$ cat src/include/lbt_map.svh
// lin break timer: register offsets, field positions, reset values, timing
// assumes inclusion by the design module, the assertion checker and the testbench
`ifndef LBT_MAP_SVH
`define LBT_MAP_SVH
`define LBT_ADDR_W        32
`define LBT_BRK_OFFSET    32'hFFFF0790
`define LBT_STAT_OFFSET   32'hFFFF0794
`define LBT_CTRL_OFFSET   32'hFFFF0798
`define LBT_SYNC_OFFSET   32'hFFFF0788
`define LBT_CMP_RESET     12'h047
`define LBT_CNT_RESET     12'h000
`define LBT_STAT_BRK_BIT  0
`define LBT_STAT_ERR_BIT  4
`define LBT_STAT_SYNC_BIT 5
`define LBT_CTRL_EN_BIT   0
`define LBT_IRQ_LINE_BIT  7
`define LBT_LPO_KHZ       131
`define LBT_SYNC_KHZ      5000
`define LBT_REF_KHZ       100000
`define LBT_LPO_DIV       (`LBT_REF_KHZ / `LBT_LPO_KHZ)
`define LBT_SYNC_DIV      (`LBT_REF_KHZ / `LBT_SYNC_KHZ)
`endif

$ cat src/include/lbt_pkg.sv
// lin break timer types
// uses no macros from lbt_map.svh
package lbt_pkg;
  typedef logic [11:0] lbt_cnt_t;
  typedef logic [15:0] lbt_sync_t;
  typedef enum logic [3:0] {
    LBT_IDLE  = 4'b0001,
    LBT_LOW   = 4'b0010,
    LBT_ERR   = 4'b0100,
    LBT_SYNC  = 4'b1000
  } lbt_state_e;
endpackage

$ cat src/rtl/lbt_break_timer.sv
// lin break timer: break length, compare interrupt, break error, sync gate
// assumes a synchronous register port and an asynchronous lin bus pin
// Functional notes
// [RL1] reads of break location return running count
// [RL2] timer advances on every low-power oscillator tick
// [RL3] falling bus edge or read clears timer
// [RL4] writes load compare register, count untouched
// [RL5] equal count sets status bit 0, irq
// [RL6] timer does not stop at rising edge; count runs on past the rising edge until a fall or read clears it
// [RL7] overflow before rising edge sets status bit 4
// [RL8] compare register resets to 0x47
// [RL9] sync timing only after valid break
// [RL10] sync timer counts from internal 5MHz tick
// [RL11] break interrupt fires once per break
`timescale 1ns/100ps
`include "lbt_map.svh"
module lbt_break_timer (
  // clock and reset
  input  wire logic                     ref_clk_in,
  input  wire logic                     resetn_in,
  // register port
  input  wire logic [`LBT_ADDR_W-1:0]   addr_in,
  input  wire logic [31:0]              wdata_in,
  input  wire logic                     wr_in,
  input  wire logic                     rd_in,
  output logic      [31:0]              rdata_out,
  // lin bus
  input  wire logic                     lin_rx_in,
  // events
  output logic                          brk_irq_out,
  output logic                          err_irq_out,
  output logic                          sync_run_out
);
  import lbt_pkg::*;

  localparam int LPO_DIV  = `LBT_LPO_DIV;
  localparam int SYNC_DIV = `LBT_SYNC_DIV;

  logic [1:0]       lin_sync;
  logic             lin_q;
  logic             fall;
  logic             rise;
  logic [9:0]       lpo_div;
  logic             lpo_tick;
  logic [4:0]       syn_div;
  logic             syn_tick;
  lbt_cnt_t         count;
  lbt_cnt_t         cmp;
  lbt_sync_t        sync_cnt;
  logic             enable;
  logic             brk_flag;
  logic             err_flag;
  logic             brk_seen;
  lbt_state_e       state;
  logic             rd_brk;
  logic             wr_brk;
  logic             wr_stat;
  logic             wr_ctrl;
  logic             hit;
  logic             ovf;

  assign rd_brk  = rd_in && (addr_in == `LBT_BRK_OFFSET);
  assign wr_brk  = wr_in && (addr_in == `LBT_BRK_OFFSET);
  assign wr_stat = wr_in && (addr_in == `LBT_STAT_OFFSET);
  assign wr_ctrl = wr_in && (addr_in == `LBT_CTRL_OFFSET);

  // bus pin synchroniser and edges
  always_ff @(posedge ref_clk_in or negedge resetn_in) begin
    if (!resetn_in) begin
      lin_sync <= 2'h3;
      lin_q    <= 1'b1;
    end else begin
      lin_sync <= {lin_sync[0], lin_rx_in};
      lin_q    <= lin_sync[1];
    end
  end
  assign fall = lin_q && !lin_sync[1];
  assign rise = !lin_q && lin_sync[1];

  // low-power oscillator tick
  always_ff @(posedge ref_clk_in or negedge resetn_in) begin
    if (!resetn_in) begin
      lpo_div <= 10'h000;
    end else if (lpo_tick) begin
      lpo_div <= 10'h000;
    end else begin
      lpo_div <= lpo_div + 10'h001;
    end
  end
  assign lpo_tick = (lpo_div == 10'(LPO_DIV - 1)); // RL2

  // 5 MHz sync tick
  always_ff @(posedge ref_clk_in or negedge resetn_in) begin
    if (!resetn_in) begin
      syn_div <= 5'h00;
    end else if (syn_tick) begin
      syn_div <= 5'h00;
    end else begin
      syn_div <= syn_div + 5'h01;
    end
  end
  assign syn_tick = (syn_div == 5'(SYNC_DIV - 1)); // RL10

  assign ovf = lpo_tick && (count == 12'hFFF) && (state == LBT_LOW);
  assign hit = (count == cmp) && (state == LBT_LOW) && !brk_seen && enable;

  // break timer
  always_ff @(posedge ref_clk_in or negedge resetn_in) begin
    if (!resetn_in) begin
      count <= `LBT_CNT_RESET;
    end else if (fall || rd_brk) begin
      count <= `LBT_CNT_RESET; // RL3
    end else if (lpo_tick) begin
      count <= count + 12'h001; // RL2 RL6
    end
  end

  // compare register and enable
  always_ff @(posedge ref_clk_in or negedge resetn_in) begin
    if (!resetn_in) begin
      cmp    <= `LBT_CMP_RESET; // RL8
      enable <= 1'b1;
    end else begin
      if (wr_brk) begin
        cmp <= wdata_in[11:0]; // RL4
      end
      if (wr_ctrl) begin
        enable <= wdata_in[`LBT_CTRL_EN_BIT];
      end
    end
  end

  // break state
  always_ff @(posedge ref_clk_in or negedge resetn_in) begin
    if (!resetn_in) begin
      state    <= LBT_IDLE;
      brk_seen <= 1'b0;
    end else begin
      case (state)
        LBT_IDLE: begin
          if (fall && enable) begin
            state    <= LBT_LOW;
            brk_seen <= 1'b0;
          end
        end
        LBT_LOW: begin
          if (hit) begin
            brk_seen <= 1'b1; // RL11
          end
          if (rise) begin
            state <= (brk_seen || hit) ? LBT_SYNC : LBT_IDLE; // RL6 RL9
          end else if (ovf) begin
            state <= LBT_ERR; // RL7
          end
        end
        LBT_ERR: begin
          if (rise) begin
            state <= LBT_IDLE;
          end
        end
        LBT_SYNC: begin
          if (!enable) begin
            state <= LBT_IDLE;
          end
        end
        default: begin
          state <= LBT_IDLE;
        end
      endcase
    end
  end

  // sync timer, gated by a valid break
  always_ff @(posedge ref_clk_in or negedge resetn_in) begin
    if (!resetn_in) begin
      sync_cnt <= 16'h0000;
    end else if (state != LBT_SYNC) begin
      sync_cnt <= 16'h0000; // RL9
    end else if (syn_tick) begin
      sync_cnt <= sync_cnt + 16'h0001; // RL10
    end
  end

  // sticky status, set wins over clear
  always_ff @(posedge ref_clk_in or negedge resetn_in) begin
    if (!resetn_in) begin
      brk_flag <= 1'b0;
      err_flag <= 1'b0;
    end else begin
      brk_flag <= hit ||
        (brk_flag && !(wr_stat && wdata_in[`LBT_STAT_BRK_BIT])); // RL5
      err_flag <= (ovf && enable) ||
        (err_flag && !(wr_stat && wdata_in[`LBT_STAT_ERR_BIT])); // RL7
    end
  end

  // event pulses and sync run level
  always_ff @(posedge ref_clk_in or negedge resetn_in) begin
    if (!resetn_in) begin
      brk_irq_out  <= 1'b0;
      err_irq_out  <= 1'b0;
      sync_run_out <= 1'b0;
    end else begin
      brk_irq_out  <= hit; // RL5 RL11
      err_irq_out  <= ovf && enable; // RL7
      sync_run_out <= (state == LBT_SYNC);
    end
  end

  // read data
  always_ff @(posedge ref_clk_in or negedge resetn_in) begin
    if (!resetn_in) begin
      rdata_out <= 32'h00000000;
    end else if (rd_in) begin
      case (addr_in)
        `LBT_BRK_OFFSET:  rdata_out <= {20'h00000, count}; // RL1
        `LBT_STAT_OFFSET: rdata_out <= {26'h0,
                                        state == LBT_SYNC, err_flag,
                                        3'h0, brk_flag};
        `LBT_CTRL_OFFSET: rdata_out <= {31'h0, enable};
        `LBT_SYNC_OFFSET: rdata_out <= {16'h0000, sync_cnt};
        default:          rdata_out <= 32'h00000000;
      endcase
    end else begin
      rdata_out <= 32'h00000000;
    end
  end
endmodule

$ cat config.mk
export PLATFORM = sky130hd
export DESIGN_NAME = lbt_break_timer
export DESIGN_NICKNAME = d
export VERILOG_FILES = /design/src/include/lbt_pkg.sv /design/src/rtl/lbt_break_timer.sv
export VERILOG_INCLUDE_DIRS = /design/src /design/src/include
export SDC_FILE = /design/constraint.sdc
export NUM_CORES = 1
export LEC_CHECK = 0
export BUFFER_PORTS_ARGS = -buffer_cell sky130_fd_sc_hd__buf_2
export CORE_MARGIN = 2
export CORE_UTILIZATION = 50
export CTS_BUF_LIST = sky130_fd_sc_hd__clkbuf_16
export DETAILED_ROUTE_END_ITERATION = 7
export PLACE_DENSITY = 0.76
export SYNTH_ARGS = -nofsm -noshare
export SYNTH_HDL_FRONTEND = slang
export SYNTH_SLANG_ARGS = --single-unit
$ cat constraint.sdc
create_clock -name ref_clk_in -period 2.3 [get_ports ref_clk_in]
set_input_delay 0.345 -clock ref_clk_in [delete_from_list [all_inputs] [get_ports ref_clk_in]]
set_output_delay 0.345 -clock ref_clk_in [all_outputs]
set_load 0.005 [all_outputs]
==> impl_metrics.env <==
export IMPL_status="finished with violations"
export IMPL_violations="negative hold slack"
export IMPL_grt_ovfl_total=0
export IMPL_regArea_um2=2140
export IMPL_crit_path_cell_trace="ha_1 -> nor4bb_1 -> buf_4 -> nand4_1 -> nor3_1 -> xnor2_1 -> nor2_1"
export IMPL_cts_tree="yes"
export IMPL_rows=33
export IMPL_initial_core_util=0.517
export IMPL_synth_area_per_cell_um2=11.0
export IMPL_dr_first_iter_drc_count=265
export IMPL_fin_ws_ns=0.296
export IMPL_cap_violations=0
export IMPL_leakage_uw=0.00246
export IMPL_drc=0
export IMPL_ys_ff_latch=85
export IMPL_drive_gt1_frac=0.283
export IMPL_fin_crit_sh=0.871
export IMPL_slowest_delay_ns=0.37
export IMPL_vdd_ir_drop_max_uv=407
export IMPL_min_period_ns=2.00
export IMPL_first_global_vias=3046
export IMPL_io_buffers=67
export IMPL_synthToLayoutAreaGrowth_pct=17.4
export IMPL_antenna_found_initial=0
export IMPL_synth_cell_types=55
export IMPL_slowest_stage="dfrtp_1"
export IMPL_slew_violations=0
export IMPL_worst_pin_slew_ns=0.870
export IMPL_p_sw_uw=609
export IMPL_worst_hold_slack_ns=-0.0178
export IMPL_cp_required_ns=2.52
export IMPL_fmax_mhz=499
export IMPL_critPathMaxFanout=10
export IMPL_vias_per_cell=5.54
export IMPL_diodes=0
export IMPL_ctsResizeCount=0
export IMPL_synth_edff_count=0
export IMPL_powerDensity_nw_per_um2=617
export IMPL_final_common_cell="dfrtp_1"
export IMPL_switching_share=0.197
export IMPL_cts_sinks=85
export IMPL_wl_mm=8.69
export IMPL_track_usage=0.204
export IMPL_p_int_uw=2480
export IMPL_finalSetupViolations=0
export IMPL_synth_ff_type="dfrtp_1"
export IMPL_drtPass1Iterations=4
export IMPL_clkTransAtPathRegs_ns=0.06
export IMPL_p_comb_frac=0.035
export IMPL_cp_startpoint="syn_div[0]"
export IMPL_clk_insertion_delay_late_ns=0.33
export IMPL_clkPwrFrac=0.479
export IMPL_nets=536
export IMPL_grt_pass1_wl_mm=14.4
export IMPL_relSlewSlack=0.417
export IMPL_pin_count=104
export IMPL_cp_top_family="simple AND/OR/NAND/NOR gates"
export IMPL_place_ws_ns=0.283
export IMPL_rr_startpoint="syn_div[0]"
export IMPL_setup_tns_ns=0
export IMPL_numCtsBuffers=9
export IMPL_finish_utilization=0.607
export IMPL_ant_nets=0
export IMPL_fp_coreArea_um2=8260
export IMPL_ys_seq_area_frac=0.501
export IMPL_hold_class="primary input to asynchronous set/reset pin"
export IMPL_die_h_um=96.4
export IMPL_place_detailed_hpwl_mm=6.27
export IMPL_hold_viol_final=35
export IMPL_cp_start_kind="flop"
export IMPL_ctsHoldBuffers=0
export IMPL_rsz0062_at_grt="no"
export IMPL_multi_input_area_um2=1990
export IMPL_nFillCells=643
export IMPL_fin_skew_ns=0.00641
export IMPL_worstSetupEndpointType="flop"
export IMPL_total_power_uw=3090
export IMPL_post_cts_buffers=0
export IMPL_grt_max_degree=48
export IMPL_path_buf_inv=1
export IMPL_h_tree_depth=3
export IMPL_syn_area_um2=4270
export IMPL_layout_common_cells="dfrtp_1, buf_2, nor2_1"
export IMPL_die_area_um2=9300
export IMPL_synthArstFlopShare=1.00
export IMPL_power_share_sequential=0.486
export IMPL_crit_type="flop to flop"
export IMPL_yosys_warnings=0
export IMPL_cts_buffer_depth=2
export IMPL_cp_arrival_ns=2.22
export IMPL_vias=3171
export IMPL_root_buffer="clkbuf_16"
export IMPL_gp_congestion=0.814
export IMPL_syn_inst=387
export IMPL_die_w_um=96.4
export IMPL_wl_per_cell_um=15.2
-- state kept, by name, indices dropped and copies added (netlist names) --
name          count
lin_q             1
rdata_out        16
sync_run_out      1
lin_sync          2
state             4
count            12
syn_div           5
enable            1
brk_seen          1
err_flag          1
sync_cnt         16
cmp              12
err_irq_out       1
lpo_div          10
brk_flag          1
brk_irq_out       1
-- synth_stat cells, drive strengths merged, types with 4 or more instances --
cell / count / share of area
nor2b: 6 / 0.0088
mux2: 18 / 0.056
inv: 5 / 0.0044
a22oi: 11 / 0.019
dfstp: 9 / 0.055
nand3: 14 / 0.016
clkbuf: 5 / 0.0044
buf: 23 / 0.038
and3: 9 / 0.013
o21ai: 7 / 0.0082
xnor2: 17 / 0.035
nor4: 6 / 0.0088
nand2: 26 / 0.023
and4: 4 / 0.0082
xor2: 26 / 0.053
nor3: 5 / 0.0070
dfrtp: 76 / 0.45
a21oi: 5 / 0.0059
nor4b: 8 / 0.035
ha: 5 / 0.015
nand4: 15 / 0.025
nor2: 53 / 0.047
-- area by class of cell --
type | instances | area share
sequential | 85 | 0.427
timing repair buffer | 77 | 0.0849
tap | 105 | 0.0262
clock inverter | 7 | 0.0170
clock buffer | 9 | 0.0449
multi-input combinational | 284 | 0.397
inverter | 5 | 0.00374
-- cells by family (layout without fill, tap and decap cells) --
| kind of cell | count (synthesis) | count (layout) | share of synthesized area |
|---|---|---|---|
| AOI/OAI and AO/OA | 35 | 35 | 0.0563 |
| xor gates and xnor gates | 43 | 43 | 0.0882 |
| adders and majority gates | 5 | 5 | 0.0146 |
| muxes | 20 | 20 | 0.0609 |
| buffers and inverters | 33 | 98 | 0.0469 |
| other | 1 | 16 | 0.000878 |
| and+or+nand+nor | 165 | 165 | 0.231 |
| DFF | 85 | 85 | 0.501 |
-- worst paths after layout --
path / end / slack [ns] / cells after the start
worst min register to register: lin_sync[1] / 0.36 / 0
worst min-delay path: lpo_div[2] / -0.02 / 1
worst max register to register: sync_cnt[12] / 0.30 / 7
min in group ref_clk_in: lin_sync[0] / 0.11 / 1
worst max-delay path: sync_cnt[12] / 0.30 / 7
max in group asynchronous: cmp[0] / 1.65 / 2
-- per-layer routing --
layer  wire, um  global-route usage  part of all wire  up-vias
met5          0                   0                 0        -
met4        152              0.0892             0.017        0
met3        639              0.0349             0.074       13
met2       4200               0.337              0.48      138
met1       3690               0.264              0.43     1544
li1           -                   -                 -     1476
-- power groups by stage --
stage | clock network (uW) | registers [uW] | logic [uW]
after floorplan | 0 | 1530 | 45.6
after global placement | 0 | 1530 | 109
after detailed placement | 0 | 1530 | 110
after CTS | 1510 | 1500 | 111
after global routing | 1590 | 1500 | 124
final | 1480 | 1500 | 108
-- stage by stage --
step	hold WS (ns)	instances	area (um^2)
finish	-0.0178	572	5010
global route	0.0187	572	5010
CTS	0.00163	572	5010
detailed placement	0.349	556	4700
global placement	0.345	556	4700
floorplan	0.0494	402	4330
No activity file was read; power rests on OpenSTA's default activity.
